**src/rtl/fxr_pkg.sv**
```systemverilog
// Constants shared by the exception, addressing and rounding logic of the float processor
// ****************************************************************
// ****************************************************************

package fxr_pkg;

   localparam logic [7:0] FXR_VECTOR = 8'hA4;

   localparam logic [3:0] FXR_CODE_NONE = 4'h0;
   localparam logic [3:0] FXR_CODE_OPCODE = 4'h2;
   localparam logic [3:0] FXR_CODE_DIVZERO = 4'h4;
   localparam logic [3:0] FXR_CODE_CONVERT = 4'h6;
   localparam logic [3:0] FXR_CODE_OVERFLOW = 4'h8;
   localparam logic [3:0] FXR_CODE_UNDERFLOW = 4'hA;
   localparam logic [3:0] FXR_CODE_UNDEFVAR = 4'hC;
   localparam logic [3:0] FXR_CODE_MAINT = 4'hE;

   localparam logic [15:0] FXR_ADDR_RESET = 16'h0000;

   localparam int FXR_BIT_ERROR = 15;
   localparam int FXR_BIT_DISABLE = 14;
   localparam int FXR_BIT_UNDEF_EN = 11;
   localparam int FXR_BIT_UNDER_EN = 10;
   localparam int FXR_BIT_OVER_EN = 9;
   localparam int FXR_BIT_CONV_EN = 8;
   localparam int FXR_BIT_DOUBLE = 7;
   localparam int FXR_BIT_CHOP = 5;
   localparam logic [15:0] FXR_STATUS_RESET = 16'h0000;

   localparam logic [2:0] FXR_MODE_ACC = 3'h0;
   localparam logic [2:0] FXR_MODE_DEFER = 3'h1;
   localparam logic [2:0] FXR_MODE_AINC = 3'h2;
   localparam logic [2:0] FXR_MODE_AINC_DEF = 3'h3;
   localparam logic [2:0] FXR_MODE_ADEC = 3'h4;
   localparam logic [2:0] FXR_MODE_ADEC_DEF = 3'h5;
   localparam logic [2:0] FXR_MODE_INDEX = 3'h6;
   localparam logic [2:0] FXR_MODE_INDEX_DEF = 3'h7;
   localparam logic [2:0] FXR_REG_PC = 3'h7;

   localparam logic [15:0] FXR_STEP_SINGLE = 16'h0004;
   localparam logic [15:0] FXR_STEP_DOUBLE = 16'h0008;
   localparam logic [15:0] FXR_STEP_WORD = 16'h0002;
   localparam logic [2:0] FXR_ACC_LAST_ALL = 3'h5;
   localparam logic [2:0] FXR_ACC_LAST_MEM = 3'h3;
   localparam logic [2:0] FXR_WORDS_IMM = 3'h1;
   localparam logic [2:0] FXR_WORDS_SINGLE = 3'h2;
   localparam logic [2:0] FXR_WORDS_DOUBLE = 3'h4;

   localparam int FXR_FRAC_W = 60;
   localparam int FXR_KEEP_SINGLE = 24;
   localparam int FXR_KEEP_DOUBLE = 56;
   localparam int FXR_EXP_W = 10;
   localparam logic [9:0] FXR_EXP_MAX = 10'h0FF;
   localparam logic [9:0] FXR_EXP_MIN = 10'h001;

endpackage

```
**src/rtl/fxr_round.sv**
```systemverilog
// Chop or round of a normalized 60-bit fraction to single or double width
`timescale 1ns/1ps

module fxr_round
   import fxr_pkg::*;
(
   input wire logic [FXR_FRAC_W-1:0] frac_in,
   input wire logic double_mode,
   input wire logic chop_mode,
   output logic [FXR_KEEP_DOUBLE-1:0] frac_out,
   output logic carry_out
);

   // ****************************************************************
   // Kept bits, rounding bit and guard bits
   // ****************************************************************
   // Bit 59 is headroom; the leading one sits at bit 58
   // Below the kept field lie 35 guard bits in single and 3 in double
   localparam int LSB_DBL = FXR_FRAC_W - 1 - FXR_KEEP_DOUBLE;
   localparam int LSB_SGL = FXR_FRAC_W - 1 - FXR_KEEP_SINGLE;
   localparam int PAD_SGL = FXR_KEEP_DOUBLE - FXR_KEEP_SINGLE;

   wire logic [FXR_KEEP_DOUBLE-1:0] kept_dbl = frac_in[FXR_FRAC_W-2:LSB_DBL];
   wire logic [FXR_KEEP_DOUBLE-1:0] kept_sgl = {frac_in[FXR_FRAC_W-2:LSB_SGL], {PAD_SGL{1'b0}}};
   wire logic round_bit = double_mode ? frac_in[LSB_DBL-1] : frac_in[LSB_SGL-1];
   wire logic bump = !chop_mode && round_bit;
   wire logic [FXR_KEEP_DOUBLE:0] lsb_one = double_mode ? {{FXR_KEEP_DOUBLE{1'b0}}, 1'b1} :
                                                          {{FXR_KEEP_SINGLE{1'b0}}, 1'b1, {PAD_SGL{1'b0}}};
   wire logic [FXR_KEEP_DOUBLE:0] kept = {1'b0, double_mode ? kept_dbl : kept_sgl};
   wire logic [FXR_KEEP_DOUBLE:0] summed = bump ? kept + lsb_one : kept;

   // A carry out leaves all other bits zero, so one right shift renormalizes
   assign carry_out = summed[FXR_KEEP_DOUBLE];
   assign frac_out = carry_out ? summed[FXR_KEEP_DOUBLE:1] : summed[FXR_KEEP_DOUBLE-1:0];

endmodule

```
**src/rtl/fxr_core.sv**
```systemverilog
// Float exception recording, operand addressing and result rounding
`timescale 1ns/1ps

module fxr_core
   import fxr_pkg::*;
(
   input wire logic sys_clk,
   input wire logic rst_n,
   // Status load and store
   input wire logic status_load,
   input wire logic [15:0] status_load_data,
   input wire logic store_status_op,
   input wire logic maint_trap_enable,
   output logic [15:0] status_word,
   output logic store_valid,
   output logic [3:0] store_code,
   output logic [15:0] store_address,
   // Exceptions reported by the instruction sequencer
   input wire logic instr_done,
   input wire logic [15:0] instr_pc,
   input wire logic opcode_error,
   input wire logic conversion_error,
   input wire logic maint_trap,
   // Operand specifier
   input wire logic spec_valid,
   input wire logic [2:0] spec_mode,
   input wire logic [2:0] spec_reg,
   input wire logic [2:0] spec_acc,
   input wire logic [15:0] spec_reg_value,
   output logic addr_valid,
   output logic addr_use_acc,
   output logic [2:0] addr_acc_sel,
   output logic addr_acc_bad,
   output logic [15:0] addr_ea,
   output logic addr_deferred,
   output logic addr_indexed,
   output logic addr_reg_we,
   output logic [15:0] addr_reg_value,
   output logic [2:0] addr_words,
   // Operand zero check
   input wire logic opnd_valid,
   input wire logic opnd_from_mem,
   input wire logic opnd_is_divisor,
   input wire logic opnd_sign,
   input wire logic [7:0] opnd_exp,
   output logic opnd_exact_zero,
   output logic opnd_abort,
   // Result path
   input wire logic res_valid,
   input wire logic res_sign,
   input wire logic [FXR_EXP_W-1:0] res_exp,
   input wire logic [FXR_FRAC_W-1:0] res_frac,
   output logic out_valid,
   output logic out_sign,
   output logic [7:0] out_exp,
   output logic [FXR_KEEP_DOUBLE-1:0] out_frac,
   output logic overflow_flag,
   // Interrupt request
   output logic irq_req,
   output logic [7:0] irq_vector
);

   // ****************************************************************
   // Status bits
   // ****************************************************************
   logic [15:0] status_r;
   wire logic all_traps_disable = status_r[FXR_BIT_DISABLE];
   wire logic undefined_var_trap_enable = status_r[FXR_BIT_UNDEF_EN];
   wire logic underflow_trap_enable = status_r[FXR_BIT_UNDER_EN];
   wire logic overflow_trap_enable = status_r[FXR_BIT_OVER_EN];
   wire logic conversion_trap_enable = status_r[FXR_BIT_CONV_EN];
   wire logic double_mode = status_r[FXR_BIT_DOUBLE];
   wire logic chop_mode = status_r[FXR_BIT_CHOP];

   // ****************************************************************
   // Operand zero and undefined variable check
   // ****************************************************************
   wire logic opnd_exp_zero = opnd_valid && (opnd_exp == 8'h00);
   // Negative zero in an accumulator never traps, only one fetched from memory
   wire logic undef_hit = opnd_exp_zero && opnd_sign && opnd_from_mem && undefined_var_trap_enable;
   wire logic divzero_hit = opnd_exp_zero && opnd_is_divisor;

   // ****************************************************************
   // Result normalize, round, range check
   // ****************************************************************
   wire logic head_carry = res_frac[FXR_FRAC_W-1];
   wire logic [FXR_FRAC_W-1:0] frac_norm = head_carry ? {1'b0, res_frac[FXR_FRAC_W-1:1]} : res_frac;
   wire logic [FXR_KEEP_DOUBLE-1:0] rounded_frac;
   wire logic round_carry;

   fxr_round u_round
   (
      .frac_in(frac_norm),
      .double_mode(double_mode),
      .chop_mode(chop_mode),
      .frac_out(rounded_frac),
      .carry_out(round_carry)
   );

   wire logic [FXR_EXP_W-1:0] exp_adj = res_exp + {{(FXR_EXP_W-2){1'b0}}, 2'(head_carry) + 2'(round_carry)};
   wire logic exp_over = res_valid && !exp_adj[FXR_EXP_W-1] && (exp_adj > FXR_EXP_MAX);
   wire logic exp_under = res_valid && (exp_adj[FXR_EXP_W-1] || (exp_adj < FXR_EXP_MIN));
   wire logic over_trap = exp_over && overflow_trap_enable;
   wire logic under_trap = exp_under && underflow_trap_enable;
   // Untrapped range errors return exact zero rather than a wrapped exponent
   wire logic res_to_zero = (exp_over && !overflow_trap_enable) || (exp_under && !underflow_trap_enable);
   // Low byte of the exponent: 256 low on overflow, 256 high on nonzero underflow
   wire logic [7:0] exp_low = exp_adj[7:0];

   // ****************************************************************
   // Exception qualify and encode
   // ****************************************************************
   wire logic conv_trap = conversion_error && conversion_trap_enable;
   wire logic maint_qual = maint_trap && maint_trap_enable;
   wire logic record = instr_done && (opcode_error || divzero_hit || undef_hit || conv_trap
                        || over_trap || under_trap || maint_qual);

   // Only one code fits; the earliest-detected cause wins
   wire logic [3:0] code_nxt = opcode_error ? FXR_CODE_OPCODE :
                               undef_hit ? FXR_CODE_UNDEFVAR :
                               divzero_hit ? FXR_CODE_DIVZERO :
                               conv_trap ? FXR_CODE_CONVERT :
                               over_trap ? FXR_CODE_OVERFLOW :
                               under_trap ? FXR_CODE_UNDERFLOW :
                               FXR_CODE_MAINT;

   logic [3:0] code_r;
   logic [15:0] addr_r;
   logic irq_r;

   // Code and address have no write path except a recorded exception
   always_ff @(posedge sys_clk or negedge rst_n)
   begin
      if (!rst_n)
      begin
         code_r <= FXR_CODE_NONE;
         addr_r <= FXR_ADDR_RESET;
      end
      else if (record)
      begin
         code_r <= code_nxt;
         addr_r <= instr_pc;
      end
   end

   // Same edge as the code and address write
   always_ff @(posedge sys_clk or negedge rst_n)
   begin
      if (!rst_n)
         irq_r <= 1'b0;
      else
         irq_r <= record && !all_traps_disable;
   end

   assign irq_req = irq_r;
   assign irq_vector = FXR_VECTOR;

   // Sticky error bit: a set in the loading cycle wins over the load
   wire logic [15:0] status_nxt = status_load ? status_load_data : status_r;
   always_ff @(posedge sys_clk or negedge rst_n)
   begin
      if (!rst_n)
         status_r <= FXR_STATUS_RESET;
      else
      begin
         status_r <= status_nxt;
         if (record)
            status_r[FXR_BIT_ERROR] <= 1'b1;
      end
   end

   assign status_word = {status_r[15:14], 2'b00, status_r[11:0]};

   // ****************************************************************
   // Store status read port
   // ****************************************************************
   logic store_valid_r;
   logic [3:0] store_code_r;
   logic [15:0] store_addr_r;

   always_ff @(posedge sys_clk or negedge rst_n)
   begin
      if (!rst_n)
      begin
         store_valid_r <= 1'b0;
         store_code_r <= FXR_CODE_NONE;
         store_addr_r <= FXR_ADDR_RESET;
      end
      else
      begin
         store_valid_r <= store_status_op;
         if (store_status_op)
         begin
            store_code_r <= code_r;
            store_addr_r <= addr_r;
         end
      end
   end

   assign store_valid = store_valid_r;
   assign store_code = store_code_r;
   assign store_address = store_addr_r;

   // ****************************************************************
   // Operand addressing
   // ****************************************************************
   wire logic is_acc = (spec_mode == FXR_MODE_ACC);
   wire logic is_imm = (spec_mode == FXR_MODE_AINC) && (spec_reg == FXR_REG_PC);
   wire logic is_defer = (spec_mode == FXR_MODE_AINC_DEF) || (spec_mode == FXR_MODE_ADEC_DEF);
   // Autoincrement and autodecrement deferred modes step over a one-word pointer; immediate steps over one word
   wire logic [15:0] step = (is_defer || is_imm) ? FXR_STEP_WORD :
                            (double_mode ? FXR_STEP_DOUBLE : FXR_STEP_SINGLE);
   wire logic is_inc = (spec_mode == FXR_MODE_AINC) || (spec_mode == FXR_MODE_AINC_DEF);
   wire logic is_dec = (spec_mode == FXR_MODE_ADEC) || (spec_mode == FXR_MODE_ADEC_DEF);
   wire logic [15:0] reg_dec = spec_reg_value - step;
   wire logic [15:0] reg_inc = spec_reg_value + step;
   wire logic [2:0] acc_last = is_acc ? FXR_ACC_LAST_ALL : FXR_ACC_LAST_MEM;
   wire logic [2:0] words = is_imm ? FXR_WORDS_IMM :
                            (double_mode ? FXR_WORDS_DOUBLE : FXR_WORDS_SINGLE);

   logic av_r;
   logic acc_r;
   logic [2:0] acc_sel_r;
   logic acc_bad_r;
   logic [15:0] ea_r;
   logic def_r;
   logic idx_r;
   logic rwe_r;
   logic [15:0] rval_r;
   logic [2:0] words_r;

   always_ff @(posedge sys_clk or negedge rst_n)
   begin
      if (!rst_n)
      begin
         av_r <= 1'b0;
         acc_r <= 1'b0;
         acc_sel_r <= 3'h0;
         acc_bad_r <= 1'b0;
         ea_r <= 16'h0000;
         def_r <= 1'b0;
         idx_r <= 1'b0;
         rwe_r <= 1'b0;
         rval_r <= 16'h0000;
         words_r <= 3'h0;
      end
      else
      begin
         av_r <= spec_valid;
         if (spec_valid)
         begin
            acc_r <= is_acc;
            acc_sel_r <= spec_acc;
            acc_bad_r <= spec_acc > acc_last;
            ea_r <= is_dec ? reg_dec : spec_reg_value;
            def_r <= is_defer || (spec_mode == FXR_MODE_DEFER) || (spec_mode == FXR_MODE_INDEX_DEF);
            idx_r <= (spec_mode == FXR_MODE_INDEX) || (spec_mode == FXR_MODE_INDEX_DEF);
            rwe_r <= is_inc || is_dec;
            rval_r <= is_dec ? reg_dec : reg_inc;
            words_r <= is_acc ? 3'h0 : words;
         end
         else
            rwe_r <= 1'b0;
      end
   end

   assign addr_valid = av_r;
   assign addr_use_acc = acc_r;
   assign addr_acc_sel = acc_sel_r;
   assign addr_acc_bad = acc_bad_r;
   assign addr_ea = ea_r;
   assign addr_deferred = def_r;
   assign addr_indexed = idx_r;
   assign addr_reg_we = rwe_r;
   assign addr_reg_value = rval_r;
   assign addr_words = words_r;

   // ****************************************************************
   // Operand and result registers
   // ****************************************************************
   logic oz_r;
   logic oab_r;
   logic ov_r;
   logic os_r;
   logic [7:0] oe_r;
   logic [FXR_KEEP_DOUBLE-1:0] of_r;
   logic ovf_r;

   always_ff @(posedge sys_clk or negedge rst_n)
   begin
      if (!rst_n)
      begin
         oz_r <= 1'b0;
         oab_r <= 1'b0;
         ov_r <= 1'b0;
         os_r <= 1'b0;
         oe_r <= 8'h00;
         of_r <= '0;
         ovf_r <= 1'b0;
      end
      else
      begin
         // Exact zero unless it is a trapped negative zero
         oz_r <= opnd_exp_zero && !undef_hit;
         oab_r <= divzero_hit || undef_hit;
         ov_r <= res_valid;
         if (res_valid)
         begin
            os_r <= res_to_zero ? 1'b0 : res_sign;
            oe_r <= res_to_zero ? 8'h00 : exp_low;
            of_r <= res_to_zero ? '0 : rounded_frac;
            ovf_r <= exp_over;
         end
      end
   end

   assign opnd_exact_zero = oz_r;
   assign opnd_abort = oab_r;
   assign out_valid = ov_r;
   assign out_sign = os_r;
   assign out_exp = oe_r;
   assign out_frac = of_r;
   assign overflow_flag = ovf_r;

endmodule

```
**config.mk**
```make
export PLATFORM = sky130hd
export DESIGN_NAME = fxr_core
export DESIGN_NICKNAME = d
export VERILOG_FILES = /design/src/rtl/fxr_pkg.sv /design/src/rtl/fxr_round.sv /design/src/rtl/fxr_core.sv
export SDC_FILE = /design/constraint.sdc
export NUM_CORES = 1
export LEC_CHECK = 0
export BUFFER_PORTS_ARGS = -buffer_cell sky130_fd_sc_hd__buf_2
export CELL_PAD_IN_SITES_DETAIL_PLACEMENT = 1
export CELL_PAD_IN_SITES_GLOBAL_PLACEMENT = 1
export CORE_AREA = 2 2 163 165
export DETAILED_ROUTE_END_ITERATION = 8
export DIE_AREA = 0 0 165 167
export GPL_TIMING_DRIVEN = 1
export PLACE_DENSITY = 0.93
export RECOVER_POWER = 50
export SLEW_MARGIN = 10
export SYNTH_ARGS = -nofsm -noshare
export SYNTH_HDL_FRONTEND = slang
export SYNTH_SLANG_ARGS = --single-unit
```
**constraint.sdc**
```tcl
create_clock -name sys_clk -period 12.1 [get_ports sys_clk]
set_clock_uncertainty 0.1 [all_clocks]
set_input_delay 1.815 -clock sys_clk [delete_from_list [all_inputs] [get_ports sys_clk]]
set_output_delay 1.815 -clock sys_clk [all_outputs]
set_load 0.02 [all_outputs]
```
## After elaboration in Yosys (flattened, before gate mapping)

Index checks and enable logic that the tools add are counted.

| word-level totals | value |
|---|---|
| output and inout bits | 159 |
| input port bits | 151 |
| word-level logic and storage cells | 112 |
| flip-flop bits (word level) | 171 |

| operators by class | value |
|---|---|
| reduce and logical (&&, ||, !) cells | 45 |
| order comparisons | 3 |
| eq/ne operators | 8 |
| multiplexer cells | 26 |
| $add $sub $neg | 5 |

Operators with widths:

| operator | number |
|---|---|
| 56-bit 2-to-1 mux | 2 |
| 59-bit 2-to-1 mux | 1 |
| 56-bit by 33-bit adder with 57-bit output | 1 |
| 57-bit 2-to-1 mux | 1 |
| 16-bit 2-to-1 mux | 3 |
| 33-bit 2-to-1 mux | 1 |
| 32-bit 2-to-1 mux | 1 |
| 4-bit 2-to-1 mux | 6 |
| 1-bit logical AND | 19 |
| 3-bit 2-to-1 mux | 6 |
| 1-bit logical OR | 17 |
| 16-bit by 4-bit adder with 16-bit output | 1 |
| 16-bit by 4-bit subtractor with 16-bit output | 1 |
| 3-bit equality test (second input constant) | 5 |
| 10-bit by 2-bit adder with 10-bit output | 1 |
| 10-bit by 8-bit greater-than comparator with 1-bit output (second input constant) | 1 |
| 10-bit by 1-bit less-than comparator with 1-bit output (second input constant) | 1 |
| 8-bit logical NOT | 1 |
| 8-bit 2-to-1 mux | 1 |
| 3-bit by 2-bit equality test with 1-bit output (second input constant) | 2 |
| 1-bit logical NOT | 6 |
| 1-bit 2-to-1 mux | 4 |
| 3-bit by 1-bit equality test with 1-bit output (second input constant) | 1 |
| 3-bit greater-than comparator | 1 |
| other kinds (3) | 3 |

## Logic depth before layout (Yosys ltp)

| depth | value |
|---|---|
| word-level depth | 16 |
| mapped depth | 28 |

## Hierarchy

A second synthesis with hierarchy kept.

| second synthesis, totals | value |
|---|---|
| cell total of the unflattened synthesis | 1045 |
| area, all modules | 10458.8 sq um |

Modules (own cells, without submodules):

| module | area an instance (sq um) | cells an instance | seq. area each (sq um) | times used |
|---|---|---|---|---|
| fxr_core | 8122.8 | 660 | 4154.0 | 1 |
| fxr_round | 2336.0 | 385 | 0.0 | 1 |

## Worst setup path after synthesis

Ideal clock, no wire load.

| timing path | value |
|---|---|
| path kind | input-to-reg |
| start point | input port res_frac[59] |
| end point | register addr_r[0] |
| setup slack | 4.702 ns |
| required time | 11.875 ns |
| path buffers | 9 |
| data arrival time | 7.173 ns |
| stages | 28 |
| cell sequence | buf_6 > buf_4 > buf_6 > buf_2 > buf_2 > buf_2 > buf_1 > a21boi_0 > nor2_1 > ha_1 > nand3_1 > a211oi_1 > nand4_1 > o31ai_4 > nand4_4 > inv_2 > buf_2 > fa_1 > ha_1 > and4_1 > o2111ai_1 > nor2_1 > o2111ai_1 > and3_1 > a21oi_1 > o41a_1 > clkbuf_1 > mux2_2 |

| on the way | value |
|---|---|
| word-level cells in the longest chain between the ends | 14 |
| elaborated cells on any way between the ends | 21 |
| classes of those cells | add/sub: 3; order compare: 2; mux: 4; reduce/logical: 12 |

Ends and longest elaborated chain:

| item | RTL line | source |
|---|---|---|
| start, declared | fxr_core.sv:52 | `input wire logic [FXR_FRAC_W-1:0] res_frac,` |
| 59-bit 2-to-1 mux | fxr_core.sv:87 | `wire logic [FXR_FRAC_W-1:0] frac_norm = head_carry ? {1'b0, res_frac[FXR_FRAC_W-1:1]} : res_frac;` |
| 32-bit 2-to-1 mux / 1-bit 2-to-1 mux (equally long branches) | fxr_round.sv:29, fxr_round.sv:25 |  |
| 56-bit by 33-bit adder with 57-bit output / 1-bit logical AND (equally long branches) | fxr_round.sv:30, fxr_round.sv:26 |  |
| 57-bit 2-to-1 mux | fxr_round.sv:30 | `wire logic [FXR_KEEP_DOUBLE:0] summed = bump ? kept + lsb_one : kept;` |
| 1-bit by 1-bit adder with 2-bit output * | fxr_core.sv:100 | `wire logic [FXR_EXP_W-1:0] exp_adj = res_exp + {{(FXR_EXP_W-2){1'b0}}, 2'(head_carry) + 2'(round_carry)};` |
| 10-bit by 2-bit adder with 10-bit output * | fxr_core.sv:100 |  |
| branches (longest 5 deep; another with 10-bit by 8-bit greater-than comparator with 1-bit output) | - |  |
| 1-bit logical OR * (2 in a row) | fxr_core.sv:116 | `\|\| over_trap \|\| under_trap \|\| maint_qual);` |
| 1-bit logical AND * | fxr_core.sv:115 | `wire logic record = instr_done && (opcode_error \|\| divzero_hit \|\| undef_hit \|\| conv_trap` |
| end signal, assigned | fxr_core.sv:142 | `addr_r <= instr_pc;` |
| end, declared | fxr_core.sv:128 | `logic [15:0] addr_r;` |

Every way passes the cells marked *.
A chain may end at the register's enable or synchronous reset.

## Worst setup path after layout

| timing path | value |
|---|---|
| start point | input port res_frac[59] |
| end point | register addr_r[15] |

The elaborated chain is that of the path after synthesis.

==> out/metrics.yaml <==
endpoint_kind: "flip-flop"
grt_max_degree: 102
num-fill-cells: 3170
cts_repair_resize_count: 0
synth.lib_cells_used.distinct: 77
post_synth_inst_count: 1173
worst_ep_required_time_ps: 12310
power_switching_share: 0.366
synthFlopType: "dfrtp_1"
post_drt_via_cell_ratio: 5.53
slew_violations: 236
clock-sinks: 166
total_power_mw: 1.66
post-route-drc-count: 0
path_class: "input port to flip-flop"
worst_ir_drop_vdd_mv: 0.0961
tritoncts_clock_tree: "built"
synth_most_common_cell: "dfrtp_1"
startpoint_type: "input port"
io-pin-count: 310
slew_headroom: -2.59
synth-async-reset-ratio: 1.00
clk_pin_slew_ps: 80
number_of_nets_in_the_layout: 1590
timing_hold_violations_final: 0
cts.repair_timing.setup_buffer_count: 0
power_frac_clock: 0.353
wl_per_cell_um: 20.1
final_critical_path_setup_slack_ps: 2760
detailedPlacementHpwl_mm: 26.7
worst-endpoint-arrival_ps: 9550
number_of_standard_cells_in_the_layout_taps_in_and_fillers_out: 1780
intPower_mw: 1.05
grt_first_pass_wirelength_mm: 56.5
outcome: "finished, violations left"
power_leakage_nw: 5.65
growth_of_design_area_from_synthesis_to_finish_pct: 19.9
port_buffers: 294
min_path_type: "flip-flop to flip-flop"
die_w_um: 165
synthesis.yosys.warnings: 0
std_cell_rows: 59
cts_buffer_depth: 2
htreeDepth: 4
pwr_density_cell_mw_per_mm2: 130
worstSkewPairLatency_ps: 440
cpPeakStageDelay_ps: 850
cts_inserted_buffers: 17
grt_pass1_vias: 10400
cts_root_buf: "clkbuf_16"
dp_slack_ps: 2420
detailed_place.area_mm2: 0.0122
fin_util: 0.495
sequential_cell_fraction_of_total_power: 0.399
critPathMaxFanout: 46
drt_pass1_iterations: 5
design.die.area_mm2: 0.0276
post_cts_hold_buffer_count: 0
route.vias.total: 9850
timing_worst_slew_pin_value_ps: 5380
antenna_violations_before_repair: 7
core_area_mm2: 0.0258
rsz0062_at_grt: "false"
final_design_area_no_fill_mm2: 0.0127
cell_area_after_synthesis_mm2: 0.0106
grtUsageTotal: 0.261
postRouteWirelength_mm: 35.8
setup_viol_count_final: 0
drt_iter0_markers: 637
critical-path-slowest-cell: "o41a_1"
grt-ovfl-total: 0
tmin_final_ps: 9340
drive_gt1_frac: 0.230
period_utilisation_layout: 0.772
place_congestion: 0.901
mean_area_per_synthesized_cell_um2: 9.06
timing.critical_path.cells: "buf_4 -> buf_4 -> nand2_1 -> a2111oi_1 -> nand4_1 -> o31ai_4 -> nand4_4 -> inv_2 -> fa_1 -> ha_1 -> and4_1 -> o2111ai_1 -> nor2_1 -> o2111ai_1 -> and3_1 -> a21oi_1 -> o41a_1 -> mux2_2"
maxCapViolations: 3
max_clock_freq_mhz: 107
synth_seq_cells: 166
final.setup.tns_ps: 0
detail-route-antenna-nets: 0
synth_top_area_frac: 0.391
holdWs_ps: 373
synth.top_cells.by_area: "dfrtp_1 (39%), mux2_2 (8.8%), nor2_1 (4.2%)"
violations_in_the_final_reports: "capacitance limit, slew limit"
ys_top_cells_by_count: "dfrtp_1 (166), nor2_1 (119), nand2_1 (102)"
synth.largest_area_cell: "dfrtp_1"
die_h_um: 167
synth-edff-count: 0
share_comb_of_total_power: 0.248
switching_power_mw: 0.609
synth_seq_area_share: 0.391
placedCellCount: 1741
initial_core_utilization: 0.412
## metal layers
| metal | vias up | part of all wire | global-route usage |
|---|---|---|---|
| met4 | 0 | 0.033 | 0.103 |
| met3 | 75 | 0.054 | 0.0498 |
| met5 | - | 0 | 0 |
| met2 | 326 | 0.51 | 0.449 |
| li1 | 4590 | - | - |
| met1 | 4859 | 0.40 | 0.319 |
## final timing paths
check / from / endpoint / slack [ps] / cells after the start
worst max-delay path: res_frac[59] / addr_r[15] / 2760 / 18
worst min-delay path: status_r[14] / irq_req / 370 / 1
worst max register to register: status_r[7] / addr_r[15] / 4350 / 17
worst min register to register: status_r[14] / irq_req / 370 / 1
max in group asynchronous: rst_n / status_r[4] / 5650 / 1
min in group asynchronous: rst_n / addr_reg_value[13] / 3220 / 1
## power groups by stage
stage	sequential (mW)	clock [mW]	combinational (mW)
6_report	0.663	0.587	0.412
5_1_grt	0.672	0.619	0.448
4_1_cts	0.663	0.601	0.426
3_5_place_dp	0.673	0	0.422
3_3_place_gp	0.667	0	0.405
2_1_floorplan	0.734	0	0.190
## flip-flops by register name, indices dropped and copies added (netlist names), 3 cells and up
register,count
addr_reg_value,15
addr_r,16
addr_acc_sel,3
status_r,14
out_exp,8
out_frac,56
store_code,3
addr_words,3
code_r,3
store_address,16
addr_ea,16
## logic make-up after synthesis
group / share of synthesized area
fa+ha+maj: 0.0186
buf+inv: 0.0724
mux: 0.129
simple gates: 0.191
xor+xnor: 0.0692
other cells: 0.000707
compound gates: 0.128
flops: 0.391
## critical path, delay by kind of cell
family / cells / cell delay, ps
muxes: 1 / 440
and+or+nand+nor: 6 / 1930
adders and majority gates: 2 / 690
AOI/OAI and AO/OA: 6 / 2940
buffers and inverters: 3 / 1670
## cells in the final DEF, fill, tap and decap left out, types with 20 or more instances in the layout
cell type and count:
nor2b_1 20, a21oi_1 50, mux2_2 83, nor2_1 119, o21ai_0 30, buf_2 186, xnor2_1 39, nand4_1 22
inv_1 92, mux2i_1 41, dfrtp_1 166, nand2_1 102, o22ai_1 45, nor3_1 21, xor2_1 45, clkbuf_1 108
nand3_1 45
## area by class of cell
class	instances	area, µm²	share of cell area
multi-input cells	843	5750	0.451
flip-flops and latches	166	4150	0.326
repair buffers	304	1410	0.111
clock buffers	17	425	0.0334
well taps	335	419	0.0329
inverters	93	349	0.0274
clock inverters	15	216	0.0170
diodes	7	17.5	0.00137
(Power assumes the default switching activity.)
